### config.mk
export PLATFORM = sky130hd
export DESIGN_NAME = video_frontend_gain_control
export DESIGN_NICKNAME = d
export VERILOG_FILES = /design/src/shared/vfgc_pkg.sv /design/src/rtl/gain_channel.sv /design/src/rtl/video_frontend_gain_control.sv
export VERILOG_INCLUDE_DIRS = /design/src /design/src/shared
export SDC_FILE = /design/constraint.sdc
export NUM_CORES = 1
export LEC_CHECK = 0
export ABC_AREA = 1
export BUFFER_PORTS_ARGS = -buffer_cell sky130_fd_sc_hd__buf_2
export CORE_ASPECT_RATIO = 0.6
export CORE_MARGIN = 2
export CORE_UTILIZATION = 60
export CTS_CLUSTER_SIZE = 14
export DETAILED_ROUTE_END_ITERATION = 10
export PLACE_DENSITY = 0.79
export SETUP_SLACK_MARGIN = 0.02
export SLEW_MARGIN = 5
export SYNTH_ARGS = -nofsm -noshare
export SYNTH_HDL_FRONTEND = slang
export SYNTH_HIERARCHICAL = 1
export SYNTH_SLANG_ARGS = --single-unit
### constraint.sdc
create_clock -name clk_sys -period 14.6 [get_ports clk_sys]
set_clock_uncertainty 0.1 [all_clocks]
set_input_delay 3.65 -clock clk_sys [delete_from_list [all_inputs] [get_ports clk_sys]]
set_output_delay 3.65 -clock clk_sys [all_outputs]
set_load 0.05 [all_outputs]
### src/shared/vfgc_regs.svh
// Register offsets, field positions, reset values and step sizes of the gain control block.
// Assumes inclusion by bare name from the design modules.
`ifndef VFGC_REGS_SVH
`define VFGC_REGS_SVH

// ==========================================================================
// Subaddresses
`define OFS_ROUTE 8'h00
`define OFS_AGC_CTRL 8'h01
`define OFS_GAIN_BASE 8'h02
`define OFS_GAIN_LAST 8'h09
`define OFS_RB_BASE 8'h10
`define OFS_RB_LAST 8'h17
`define OFS_BE_GAIN 8'h18
`define OFS_REF_SEL 8'h74
`define OFS_STEP_SPEED 8'h78
`define OFS_STEP_DELAY 8'h79

// ==========================================================================
// Field positions
`define AGC_EN_BIT 0
`define ROUTE_KIND_LSB 6
`define REF_FE_LSB 0
`define REF_BE_LSB 4
`define COARSE_LSB 12

// ==========================================================================
// Reset values
`define RST_ROUTE 8'h00
`define RST_AGC_CTRL 8'h01
`define RST_GAIN 16'h8000
`define RST_REF_SEL 8'h8f
`define RST_STEP_SPEED 8'h04
`define RST_STEP_DELAY 8'h10
`define RST_BE_GAIN 8'h80

// ==========================================================================
// Gain steps
`define AGC_STEP 16'h0010
`define AGC_MAX 16'hffff
`define BE_MAX 8'hff

`endif

### src/shared/vfgc_pkg.sv
// Types shared by the gain control modules.
// Assumes compilation before every design module.
package vfgc_pkg;

  // ==========================================================================
  // Host port sequencer states
  typedef enum logic [2:0] {
    ST_IDLE = 3'b000,
    ST_ADDR = 3'b001,
    ST_SUB = 3'b010,
    ST_WRITE = 3'b011,
    ST_ACK = 3'b100,
    ST_READ = 3'b101,
    ST_RACK = 3'b110
  } i2c_state_e;

  // ==========================================================================
  // Kind of source wired onto the four channels
  typedef enum logic [1:0] {
    SRC_COMPOSITE = 2'b00,
    SRC_SVIDEO = 2'b01,
    SRC_COMPONENT = 2'b10,
    SRC_SCART = 2'b11
  } source_kind_e;

  typedef logic [15:0] gain_t;

endpackage

### src/rtl/gain_channel.sv
// One channel of front-end automatic gain: peak tracking, clip cut-back, paced increments.
// Assumes line_end and sample_en are single-cycle strobes in the clk_sys domain.
`include "vfgc_regs.svh"

module gain_channel import vfgc_pkg::*; #(
  parameter int SAMPLE_W = 11
) (
  // Clock, reset, enable
  input wire logic clk_sys,
  input wire logic reset,
  input wire logic ce,
  // Configuration
  input wire logic agc_en,
  input wire gain_t manual_gain,
  input wire logic [3:0] ref_mask,
  input wire logic [7:0] step_speed,
  input wire logic [7:0] step_delay,
  // Converter and reference measurements
  input wire logic sample_en,
  input wire logic [SAMPLE_W-1:0] sample,
  input wire logic line_end,
  input wire logic [3:0] ref_high,
  input wire logic [3:0] ref_low,
  // Gain in use
  output gain_t gain
);

  logic [SAMPLE_W-1:0] peak;
  logic [7:0] speed_cnt;
  logic [7:0] delay_cnt;
  logic clip;
  logic cut;
  logic raise;

  // ==========================================================================
  // Peak of the line, taken only on converter strobes
  always_ff @(posedge clk_sys or posedge reset) begin
    if (reset) begin
      peak <= '0;
    end else if (ce) begin
      if (line_end) begin
        peak <= '0;
      end else if (sample_en && sample > peak) begin
        peak <= sample;
      end
    end
  end

  // Saturated code or any selected reference over nominal forces a cut
  assign clip = &peak;
  assign cut = clip || |(ref_high & ref_mask);
  // Raise only while every selected reference is short and headroom remains
  assign raise = (ref_mask != 4'h0) && &(ref_low | ~ref_mask) && (peak[SAMPLE_W-1 -: 2] != 2'b11);

  // ==========================================================================
  // Gain loop; manual codes pass straight through while the loop is off
  always_ff @(posedge clk_sys or posedge reset) begin
    if (reset) begin
      gain <= `RST_GAIN;
      speed_cnt <= 8'h00;
      delay_cnt <= 8'h00;
    end else if (ce) begin
      if (!agc_en) begin
        gain <= manual_gain;
        speed_cnt <= 8'h00;
        delay_cnt <= 8'h00;
      end else if (line_end) begin
        if (cut) begin
          gain <= (gain >= `AGC_STEP) ? gain - `AGC_STEP : 16'h0000;
          delay_cnt <= step_delay;
          speed_cnt <= 8'h00;
        end else if (delay_cnt != 8'h00) begin
          delay_cnt <= delay_cnt - 8'h01;
        end else if (raise) begin
          if (speed_cnt >= step_speed) begin
            gain <= (gain <= `AGC_MAX - `AGC_STEP) ? gain + `AGC_STEP : `AGC_MAX;
            speed_cnt <= 8'h00;
          end else begin
            speed_cnt <= speed_cnt + 8'h01;
          end
        end
      end
    end
  end
endmodule

### src/rtl/video_frontend_gain_control.sv
// Gain and routing control of a four-channel video front end with its host register port.
// Assumes synchronous pin inputs, external open-drain resolution of SCL and SDA,
// and reference flags from the video processor pulsed with line_end.
`include "vfgc_regs.svh"

module video_frontend_gain_control import vfgc_pkg::*; #(
  parameter int SAMPLE_W = 11,
  parameter logic [6:0] DEV_ADDR = 7'h2a // Arbitrary value
) (
  // Clock, reset, enable
  input wire logic clk_sys,
  input wire logic reset,
  input wire logic ce,
  // Host port pins
  input wire logic scl_in,
  output logic scl_out,
  output logic scl_oe,
  input wire logic sda_in,
  output logic sda_out,
  output logic sda_oe,
  // Converter samples and line timing
  input wire logic adc_sample_en,
  input wire logic [3:0][SAMPLE_W-1:0] adc_sample,
  input wire logic line_end,
  // Amplitude reference flags
  input wire logic [3:0] fe_ref_high,
  input wire logic [3:0] fe_ref_low,
  input wire logic [3:0] be_ref_high,
  input wire logic [3:0] be_ref_low,
  // Analog controls
  output logic [3:0][1:0] ch_src_sel,
  output logic [3:0] clamp_mid,
  output gain_t [3:0] ch_gain,
  output logic [7:0] be_gain,
  output logic agc_active
);

  logic scl_q;
  logic sda_q;
  logic start_cond;
  logic stop_cond;
  logic scl_rise;
  logic scl_fall;
  i2c_state_e state;
  i2c_state_e ack_next;
  logic [3:0] bitcnt;
  logic [7:0] shreg;
  logic [7:0] tx;
  logic [7:0] sub;
  logic reg_wr_en;
  logic [7:0] reg_wr_addr;
  logic [7:0] reg_wr_data;
  logic [7:0] rd_byte;
  logic [7:0] route_reg;
  logic [7:0] agc_ctrl;
  logic [7:0] ref_sel;
  logic [7:0] step_speed;
  logic [7:0] step_delay;
  gain_t [3:0] man_gain;
  logic agc_en;
  logic [7:0] gain_ofs;
  logic [3:0] be_mask;

  // Channels 0 and 2 carry colour difference or chroma outside composite and SCART modes
  function automatic logic mid_clamp(input logic [1:0] kind, input int ch);
    mid_clamp = (kind == SRC_COMPONENT || kind == SRC_SVIDEO) && (ch == 0 || ch == 2);
  endfunction

  // ==========================================================================
  // Host port line conditions
  always_ff @(posedge clk_sys or posedge reset) begin
    if (reset) begin
      scl_q <= 1'b1;
      sda_q <= 1'b1;
    end else if (ce) begin
      scl_q <= scl_in;
      sda_q <= sda_in;
    end
  end

  assign start_cond = scl_q && scl_in && sda_q && !sda_in;
  assign stop_cond = scl_q && scl_in && !sda_q && sda_in;
  assign scl_rise = !scl_q && scl_in;
  assign scl_fall = scl_q && !scl_in;

  // ==========================================================================
  // Host port sequencer; SDA only changes after SCL falls
  always_ff @(posedge clk_sys or posedge reset) begin
    if (reset) begin
      state <= ST_IDLE;
      ack_next <= ST_IDLE;
      bitcnt <= 4'h0;
      shreg <= 8'h00;
      tx <= 8'h00;
      sub <= 8'h00;
      sda_oe <= 1'b0;
      reg_wr_en <= 1'b0;
      reg_wr_addr <= 8'h00;
      reg_wr_data <= 8'h00;
    end else if (ce) begin
      reg_wr_en <= 1'b0;
      if (start_cond) begin
        state <= ST_ADDR;
        bitcnt <= 4'h0;
        sda_oe <= 1'b0;
      end else if (stop_cond) begin
        state <= ST_IDLE;
        sda_oe <= 1'b0;
      end else begin
        unique case (state)
          ST_IDLE: begin
            sda_oe <= 1'b0;
          end
          ST_ADDR, ST_SUB, ST_WRITE: begin
            if (scl_rise && bitcnt != 4'h8) begin
              shreg <= {shreg[6:0], sda_in};
              bitcnt <= bitcnt + 4'h1;
            end else if (scl_fall && bitcnt == 4'h8) begin
              bitcnt <= 4'h0;
              if (state == ST_ADDR) begin
                if (shreg[7:1] == DEV_ADDR) begin
                  sda_oe <= 1'b1;
                  state <= ST_ACK;
                  ack_next <= shreg[0] ? ST_READ : ST_SUB;
                end else begin
                  state <= ST_IDLE;
                end
              end else if (state == ST_SUB) begin
                sub <= shreg;
                sda_oe <= 1'b1;
                state <= ST_ACK;
                ack_next <= ST_WRITE;
              end else begin
                reg_wr_en <= 1'b1;
                reg_wr_addr <= sub;
                reg_wr_data <= shreg;
                sub <= sub + 8'h01;
                sda_oe <= 1'b1;
                state <= ST_ACK;
                ack_next <= ST_WRITE;
              end
            end
          end
          ST_ACK: begin
            if (scl_fall) begin
              bitcnt <= 4'h0;
              state <= ack_next;
              if (ack_next == ST_READ) begin
                tx <= rd_byte;
                sda_oe <= !rd_byte[7];
              end else begin
                sda_oe <= 1'b0;
              end
            end
          end
          ST_READ: begin
            if (scl_fall) begin
              if (bitcnt == 4'h7) begin
                sda_oe <= 1'b0;
                state <= ST_RACK;
              end else begin
                sda_oe <= !tx[6];
                tx <= {tx[6:0], 1'b0};
                bitcnt <= bitcnt + 4'h1;
              end
            end
          end
          ST_RACK: begin
            if (scl_rise) begin
              if (sda_in) begin
                state <= ST_IDLE;
              end else begin
                sub <= sub + 8'h01;
              end
            end else if (scl_fall) begin
              tx <= rd_byte;
              sda_oe <= !rd_byte[7];
              bitcnt <= 4'h0;
              state <= ST_READ;
            end
          end
          default: begin
            state <= ST_IDLE;
            sda_oe <= 1'b0;
          end
        endcase
      end
    end
  end

  // ==========================================================================
  // Open-drain pins only ever pull low; clock is never stretched
  always_ff @(posedge clk_sys or posedge reset) begin
    if (reset) begin
      sda_out <= 1'b0;
      scl_out <= 1'b0;
      scl_oe <= 1'b0;
    end else if (ce) begin
      sda_out <= 1'b0;
      scl_out <= 1'b0;
      scl_oe <= 1'b0;
    end
  end

  // ==========================================================================
  // Register file writes
  always_ff @(posedge clk_sys or posedge reset) begin
    if (reset) begin
      route_reg <= `RST_ROUTE;
      agc_ctrl <= `RST_AGC_CTRL;
      ref_sel <= `RST_REF_SEL;
      step_speed <= `RST_STEP_SPEED;
      step_delay <= `RST_STEP_DELAY;
      man_gain <= {4{`RST_GAIN}};
    end else if (ce && reg_wr_en) begin
      if (reg_wr_addr == `OFS_ROUTE) begin
        route_reg <= reg_wr_data;
      end else if (reg_wr_addr == `OFS_AGC_CTRL) begin
        agc_ctrl <= reg_wr_data;
      end else if (reg_wr_addr == `OFS_REF_SEL) begin
        ref_sel <= reg_wr_data;
      end else if (reg_wr_addr == `OFS_STEP_SPEED) begin
        step_speed <= reg_wr_data;
      end else if (reg_wr_addr == `OFS_STEP_DELAY) begin
        step_delay <= reg_wr_data;
      end else if (reg_wr_addr >= `OFS_GAIN_BASE && reg_wr_addr <= `OFS_GAIN_LAST) begin
        if (gain_ofs[0]) begin
          man_gain[gain_ofs[2:1]][15:8] <= reg_wr_data;
        end else begin
          man_gain[gain_ofs[2:1]][7:0] <= reg_wr_data;
        end
      end
    end
  end

  assign gain_ofs = (reg_wr_en ? reg_wr_addr : sub) - `OFS_GAIN_BASE;
  assign agc_en = agc_ctrl[`AGC_EN_BIT];
  assign be_mask = ref_sel[`REF_BE_LSB +: 4];

  // ==========================================================================
  // Read data; readback slots show the gain that the channels really use
  always_comb begin
    rd_byte = 8'h00;
    if (sub == `OFS_ROUTE) begin
      rd_byte = route_reg;
    end else if (sub == `OFS_AGC_CTRL) begin
      rd_byte = agc_ctrl;
    end else if (sub == `OFS_REF_SEL) begin
      rd_byte = ref_sel;
    end else if (sub == `OFS_STEP_SPEED) begin
      rd_byte = step_speed;
    end else if (sub == `OFS_STEP_DELAY) begin
      rd_byte = step_delay;
    end else if (sub == `OFS_BE_GAIN) begin
      rd_byte = be_gain;
    end else if (sub >= `OFS_GAIN_BASE && sub <= `OFS_GAIN_LAST) begin
      rd_byte = gain_ofs[0] ? man_gain[gain_ofs[2:1]][15:8] : man_gain[gain_ofs[2:1]][7:0];
    end else if (sub >= `OFS_RB_BASE && sub <= `OFS_RB_LAST) begin
      rd_byte = sub[0] ? ch_gain[sub[2:1]][15:8] : ch_gain[sub[2:1]][7:0];
    end
  end

  // ==========================================================================
  // Input routing and automatic clamp choice
  always_ff @(posedge clk_sys or posedge reset) begin
    if (reset) begin
      ch_src_sel <= '0;
      clamp_mid <= 4'h0;
      agc_active <= 1'b0;
    end else if (ce) begin
      ch_src_sel[0] <= route_reg[1:0];
      ch_src_sel[1] <= route_reg[3:2];
      ch_src_sel[2] <= route_reg[5:4];
      ch_src_sel[3] <= 2'b00; // Fourth channel has a single input
      for (int c = 0; c < 4; c++) begin
        clamp_mid[c] <= mid_clamp(route_reg[`ROUTE_KIND_LSB +: 2], c);
      end
      agc_active <= agc_en;
    end
  end

  // ==========================================================================
  // Front-end loops, one per channel, sharing one converter strobe
  for (genvar g = 0; g < 4; g++) begin : g_chan
    gain_channel #(
      .SAMPLE_W(SAMPLE_W)
    ) u_chan (
      .clk_sys(clk_sys),
      .reset(reset),
      .ce(ce),
      .agc_en(agc_en),
      .manual_gain(man_gain[g]),
      .ref_mask(ref_sel[`REF_FE_LSB +: 4]),
      .step_speed(step_speed),
      .step_delay(step_delay),
      .sample_en(adc_sample_en),
      .sample(adc_sample[g]),
      .line_end(line_end),
      .ref_high(fe_ref_high),
      .ref_low(fe_ref_low),
      .gain(ch_gain[g])
    );
  end

  // ==========================================================================
  // Back-end gain after luma/chroma split; lifts level lost to front-end cuts
  always_ff @(posedge clk_sys or posedge reset) begin
    if (reset) begin
      be_gain <= `RST_BE_GAIN;
    end else if (ce) begin
      if (!agc_en) begin
        be_gain <= `RST_BE_GAIN;
      end else if (line_end) begin
        if (|(be_ref_high & be_mask) && be_gain != 8'h00) begin
          be_gain <= be_gain - 8'h01;
        end else if (be_mask != 4'h0 && &(be_ref_low | ~be_mask) && be_gain != `BE_MAX) begin
          be_gain <= be_gain + 8'h01;
        end
      end
    end
  end
endmodule

==> impl_metrics.py, run 1 <==
metrics = {
    "place": {
        "dpl.cell_count": 4191,
        "placedInstanceArea_mm2": 0.0258,
        "port_buffers": 148,
        "place_congestion": 1.00,
        "dpl.hpwl_um": 60000,
    },
    "synth": {
        "yosysMostFrequentCell": "nand2_1",
        "ys_seq_elements": 345,
        "yosys_most_used_dff": "dfrtp_1",
        "synth_edf_count": 0,
        "synth_top_area_frac": 0.326,
        "synth_area_leaders": "dfrtp_1 33%, nand2_1 18%, ha_1 6.2%, nand3_1 6.2%, inv_1 5.8%",
        "synth_commonest_cells": "1171 x nand2_1, 387 x inv_1, 326 x dfrtp_1, 309 x nand3_1, 241 x nor2_1",
        "syn_area_mm2": 0.0251,
        "yosysSeqAreaShare": 0.346,
        "syn_inst": 3609,
        "yosys_warnings": 6,
        "avgSynthCellArea_um2": 6.94,
        "ys_async_sr_fraction": 1.00,
        "synth_cell_types": 52,
        "yosys.area.top_type": "dfrtp_1",
    },
    "floorplan": {
        "die_h_um": 162,
        "num_rows": 57,
        "die_x_um": 268,
        "core-area_mm2": 0.0408,
        "die_area_mm2": 0.0435,
        "ios": 156,
        "start_util": 0.614,
    },
    "power_and_ir_drop": {
        "peakVddDrop_v": 0.0000730,
        "power_leakage_nw": 13.5,
        "power_mw": 2.62,
        "power_density_mw_per_mm2": 97.1,
    },
    "clocking": {
        "clock-sinks": 345,
        "clockBufferDepth": 3,
        "tritoncts": "built",
        "clk_pin_slew_worst_paths_ns": 0.06,
        "cts_setup_buffers": 0,
        "cts_max_level": 2,
        "clk_latency_ns": 0.56,
        "cts_resized": 0,
        "holdBufCountCts": 0,
        "cts_root_buffer": "clkbuf_16",
        "cts_buffers": 36,
    },
    "routing": {
        "wire_per_inst_um": 19.1,
        "drc": 0,
        "first_pass_iters": 7,
        "vias_per_cell": 5.83,
        "vias": 24800,
        "detail-route-antenna-nets": 0,
        "wirelength_um": 81500,
        "first_iter_violations": 3421,
    },
    "global_routing": {
        "grt_util_met2": 0.490,
        "grt_pass1_vias": 22000,
        "grt_antenna_before_repair": 1,
        "grt_pass1_wl_um": 127000,
        "grt_overflow_total": 0,
        "met3_usage": 0.117,
        "grt_use_total": 0.375,
        "grt.busiest_layer": "met1",
        "use_met1": 0.593,
        "grt_max_degree": 109,
    },
    "setup_path": {
        "cp-end-kind": "flop",
        "path_cells": "buf_2 > a22o_1 > o21ai_0 > inv_1 > ha_1 > a21oi_1 > nand2_1 > a21oi_1 > o21ai_0 > nand2_1 > nand2_1 > nand2_1 > nand2_1 > or2_2 > nand3_1 > nand2_1 > nand2_1",
        "cp-startpoint": "be_ref_high[3]",
        "start_kind": "primary input",
        "crit_top_cell": "nand2_1",
        "slowest_delay_ns": 0.39,
        "path_delay_family": "compound AO/OA/AOI/OAI gates",
        "slowest_stage": "ha_1",
        "arrival_ns": 6.10,
        "critPathKind": "primary input to flop",
        "rr_startpoint": "sub[1]$_DFFE_PP0P_",
        "cp_num_buf_inv": 2,
        "required_ns": 14.98,
        "worstPathMaxFanout": 7,
    },
    "layout": {
        "multi_input_area_mm2": 0.0141,
        "fin_nets": 3861,
        "syn_to_final_growth_pct": 7.75,
        "seq_area_mm2": 0.00866,
        "stdcell_count": 4257,
        "postLayoutCellArea_mm2": 0.0270,
        "layout-drive-gt1-share": 0.123,
        "nFillCells": 3635,
        "top_regs": "g_chan.u_chan/gain (64), man_gain (64), g_chan.u_chan/peak (44)",
        "antennaDiodeCount": 0,
    },
    "timing": {
        "setup_viol": 0,
        "final_max_slew_viol_count": 0,
        "hold_violations": 0,
        "layout_min_cycle_time_ns": 5.72,
        "maxSlewHeadroom": 0.205,
        "timing.fmax_ghz": 0.175,
        "rsz0062_at_grt": "false",
        "setup_tns_ns": 0,
        "tightest_slew_ns": 1.18,
        "fin_crit_sh": 0.392,
    },
    "status": {
        "outcome": "finished, final reports clean",
    },
    "hold_path": {
        "hold_path_class": "flop to flop",
        "hold_start": "agc_active$_DFFE_PP0P_",
    },
    "flow_run": {
        "timing.max_cap.violations": 0,
    },
}
[report_power, final]
group,switching [mW],internal [mW]
Sequential,0.0430,0.998
Clock,0.412,0.543
Combinational,0.454,0.172
[final timing paths]
path	endpoint	slack (ns)	cells after the start
min in group asynchronous	g_chan[3].u_chan/peak[2]$_DFFE_PP0P_	3.06	2
worst min-delay path	agc_active$_DFFE_PP0P_	0.37	2
worst max-delay path	be_gain[7]$_DFFE_PP1P_	8.88	17
worst min register to register	agc_active$_DFFE_PP0P_	0.37	2
worst max register to register	tx[4]$_DFFE_PP0P_	10.64	16
max in group asynchronous	be_gain[2]$_DFFE_PP0P_	9.62	3
[layout by cell type, fill, tap and decap left out, drive strengths merged, types with 2 or more instances in the layout]
master / count
o21ai: 288
a22oi: 4
a22o: 3
clkinv: 13
o21bai: 6
dfstp: 19
o22ai: 28
nor4: 11
ha: 124
or2: 37
xnor2: 19
nand4: 97
and3: 2
nand3: 337
o31ai: 2
conb: 7
nor3: 44
nand2: 1244
dfrtp: 326
inv: 408
a21oi: 78
a31oi: 2
a21boi: 8
nand3b: 10
clkbuf: 48
bufinv: 3
a21o: 4
o21a: 4
buf: 160
xor2: 67
o211ai: 13
nor2: 274
clkinvlp: 3
[worst reg2reg max path: stages (launching register included)]
cell     delay (ns)
dfrtp_1        0.33
buf_4          0.39
inv_2          0.07
nand2_1        0.09
nand2_1        0.50
ha_1           0.98
inv_1          0.37
nand3_1        0.21
nand3_1        0.09
nand3_1        0.18
nand4_1        0.10
nand2_1        0.12
nand2_1        0.08
nand2_1        0.06
nand2_1        0.06
nand2_1        0.06
nand2_1        0.05
[cell families (layout without fill, tap and decap cells)]
logic type,Yosys count,count (layout),synth area share
simple gates,2057,2057,0.370
buf+inv,553,635,0.0937
compound gates,441,441,0.0970
flops,345,345,0.346
fa+ha+maj,125,125,0.0627
xor+xnor,86,86,0.0301
other cells,1,7,0.000150
mux,1,1,0.000400
[stage by stage]
stage	util	hold slack [ns]	setup slack, ns
5_1_grt	0.662	0.395	8.58
4_1_cts	0.662	0.375	8.91
2_1_floorplan	-	0.349	6.19
3_3_place_gp	0.633	0.355	8.39
6_report	0.662	0.375	8.88
3_5_place_dp	0.633	0.360	8.35
[layer usage]
| layer | up-vias | share of wire |
|---|---|---|
| met5 | - | 0.00047 |
| met4 | 2 | 0.023 |
| met3 | 140 | 0.15 |
| met2 | 1472 | 0.38 |
| met1 | 11500 | 0.45 |
| li1 | 11700 | - |
[cell type report]
cell class,instances,area share
Clock inverter,18,0.00681
Timing Repair Buffer,160,0.0308
Inverter,409,0.0571
Sequential cell,345,0.321
Tap cell,560,0.0260
Clock buffer,48,0.0373
Multi-Input combinational cell,2717,0.521
Power figures use the tool's default switching activity.
==> inputs of run 2 (changes only) <==
- clock period: 14.6 -> 5.3 ns (I/O delays scaled with it)
==> run 2 against run 1 <==
Compared with the run above:
- combinational power grew to 2.7 times the previous value
- global-route usage is 0.24 points higher
- design area hardly changed
- non-clock buffer count is 1 higher
- setup slack worse by 7.2 ns
- sequential power grew to 2.8 times the previous value
- sequential cell count stayed put
- via count is 0.39% higher
- die area stayed put
- total power grew to 2.8 times the previous value
- count of clock-buffer cells in the layout stayed put
- largest power group unchanged
==> impl_metrics.py, run 2 (synthesis gave the netlist of run 1 again) <==
metrics = {
    "global_routing": {
        "grt_util_met2": 0.498,
        "grt_use_total": 0.378,
        "grt.busiest_layer": "met1",
        "grt_antenna_before_repair": 0,
        "grt_pass1_vias": 22000,
        "grt_pass1_wl_um": 127000,
        "grt_overflow_total": 0,
        "met3_usage": 0.119,
        "grt_max_degree": 73,
        "use_met1": 0.591,
    },
    "clocking": {
        "cts_max_level": 2,
        "clk_latency_ns": 0.56,
        "cts_resized": 0,
        "cts_buffers": 36,
        "cts_root_buffer": "clkbuf_16",
        "clock-sinks": 345,
        "clockBufferDepth": 3,
        "clk_pin_slew_worst_paths_ns": 0.06,
        "holdBufCountCts": 0,
        "tritoncts": "built",
        "cts_setup_buffers": 0,
    },
    "timing": {
        "maxSlewHeadroom": 0.223,
        "layout_min_cycle_time_ns": 3.62,
        "hold_violations": 0,
        "final_max_slew_viol_count": 0,
        "setup_tns_ns": 0,
        "tightest_slew_ns": 1.16,
        "fin_crit_sh": 0.683,
        "setup_viol": 0,
        "rsz0062_at_grt": "false",
        "setup_ws_ns": 1.68,
        "timing.fmax_ghz": 0.276,
    },
    "setup_path": {
        "path_cells": "inv_1 > nand2_1 > nand2_1 > ha_1 > inv_1 > nand3_1 > nand3_1 > nand3_1 > nand4_1 > nand2_1 > nand3_1 > nand2_1 > nand2_1 > nand2_1 > nand2_1",
        "rr_startpoint": "reg_wr_addr[1]$_DFFE_PP0P_",
        "critPathKind": "flop to flop",
        "cp-startpoint": "reg_wr_addr[1]$_DFFE_PP0P_",
        "slowest_delay_ns": 0.98,
        "path_delay_family": "simple AND/OR/NAND/NOR gates",
        "slowest_stage": "ha_1",
        "cp_num_buf_inv": 2,
        "start_kind": "flop",
        "required_ns": 5.63,
        "cp-end-kind": "flop",
        "arrival_ns": 3.95,
        "worstPathMaxFanout": 25,
        "crit_top_cell": "nand2_1",
    },
    "floorplan": {
        "num_rows": 57,
        "die_area_mm2": 0.0435,
        "core-area_mm2": 0.0408,
        "die_x_um": 268,
        "die_h_um": 162,
        "start_util": 0.614,
        "ios": 156,
    },
    "layout": {
        "top_regs": "g_chan.u_chan/gain (64), man_gain (64), g_chan.u_chan/peak (44)",
        "layout-drive-gt1-share": 0.124,
        "fin_nets": 3862,
        "antennaDiodeCount": 0,
        "utilization": 0.662,
        "layout_commonest_cell": "nand2_1",
        "layout.cells.most_common_list": "1171 x nand2_1, 382 x inv_1, 326 x dfrtp_1",
        "syn_to_final_growth_pct": 7.84,
        "stdcell_count": 4256,
    },
    "power_and_ir_drop": {
        "p_sw_mw": 2.53,
        "power_frac_clock": 0.362,
        "power_density_mw_per_mm2": 267,
        "power.internal_mw": 4.70,
        "switching_share": 0.350,
        "power_mw": 7.23,
        "peakVddDrop_v": 0.000178,
        "power_frac_comb": 0.236,
        "power_leakage_nw": 13.5,
        "power_frac_seq": 0.401,
    },
    "flow_run": {
        "timing.max_cap.violations": 0,
    },
    "routing": {
        "drc": 0,
        "detail-route-antenna-nets": 0,
        "vias": 24900,
        "first_iter_violations": 3726,
        "wire_per_inst_um": 19.2,
        "wirelength_um": 81700,
        "vias_per_cell": 5.86,
        "first_pass_iters": 8,
    },
    "hold_path": {
        "hold_path_class": "flop to flop",
        "hold_start": "agc_active$_DFFE_PP0P_",
    },
    "place": {
        "port_buffers": 148,
        "dpl.cell_count": 4192,
        "pre_cts_slack_ns": 1.35,
        "place_congestion": 1.06,
        "dpl.hpwl_um": 60300,
    },
    "status": {
        "outcome": "finished, final reports clean",
    },
}
==> run 2: cell types whose count changed in the layout (fill, tap and decap cells not counted) <==
cell / delta
clkbuf_8: +3
clkbuf_1: -3
bufinv_16: -1
inv_6: -2
clkinvlp_4: +1
buf_4: -1
buf_12: +2
==> run 2: layout make-up <==
| cell class | count | area [um^2] |
|---|---|---|
| clock buffer | 48 | 1040 |
| clock inverter | 16 | 145 |
| fill | 3683 | 13800 |
| inverter | 409 | 1540 |
| multi-input combinational | 2717 | 14100 |
| sequential | 345 | 8660 |
| tap | 560 | 701 |
| timing repair buffer | 161 | 863 |
==> run 2: metrics by stage <==
stage	hold WS [ns]	instance area, um^2
finish	0.371	27000
global route	0.402	27000
CTS	0.371	27000
detailed placement	0.355	25800
global placement	0.351	25800
floorplan	0.349	25100
==> run 2: power by group through the flow <==
| stage | clock (mW) | sequential (mW) | combinational [mW] |
|---|---|---|---|
| after floorplan | 0 | 2.88 | 1.22 |
| after global placement | 0 | 2.94 | 1.63 |
| after detailed placement | 0 | 2.94 | 1.63 |
| after CTS | 2.63 | 2.89 | 1.64 |
| after global routing | 2.74 | 2.91 | 1.86 |
| final | 2.62 | 2.90 | 1.71 |
==> run 2: final timing paths <==
| path | slack (ns) | cells after the start | to |
|---|---|---|---|
| worst max-delay path | 1.68 | 15 | tx[5]$_DFFE_PP0P_ |
| worst max register to register | 1.68 | 15 | tx[5]$_DFFE_PP0P_ |
| max in group asynchronous | 3.19 | 3 | sda_q$_DFFE_PP1P_ |
| worst min register to register | 0.37 | 2 | agc_active$_DFFE_PP0P_ |
| worst min-delay path | 0.37 | 2 | agc_active$_DFFE_PP0P_ |
| min in group asynchronous | 0.80 | 2 | g_chan[3].u_chan/peak[7]$_DFFE_PP0P_ |
==> run 2: tightest hold or removal path, stage by stage, from the launching register on <==
cell	delay, ns
dfrtp_1	0.34
nand2_1	0.05
nand2_1	0.04
==> run 2: per-layer routing <==
metal,share of wire,vias to the layer above,routed length (um)
met5,0,-,0
met4,0.023,0,1900
met3,0.15,134,11900
met2,0.38,1525,31200
met1,0.45,11500,36700
li1,-,11800,-
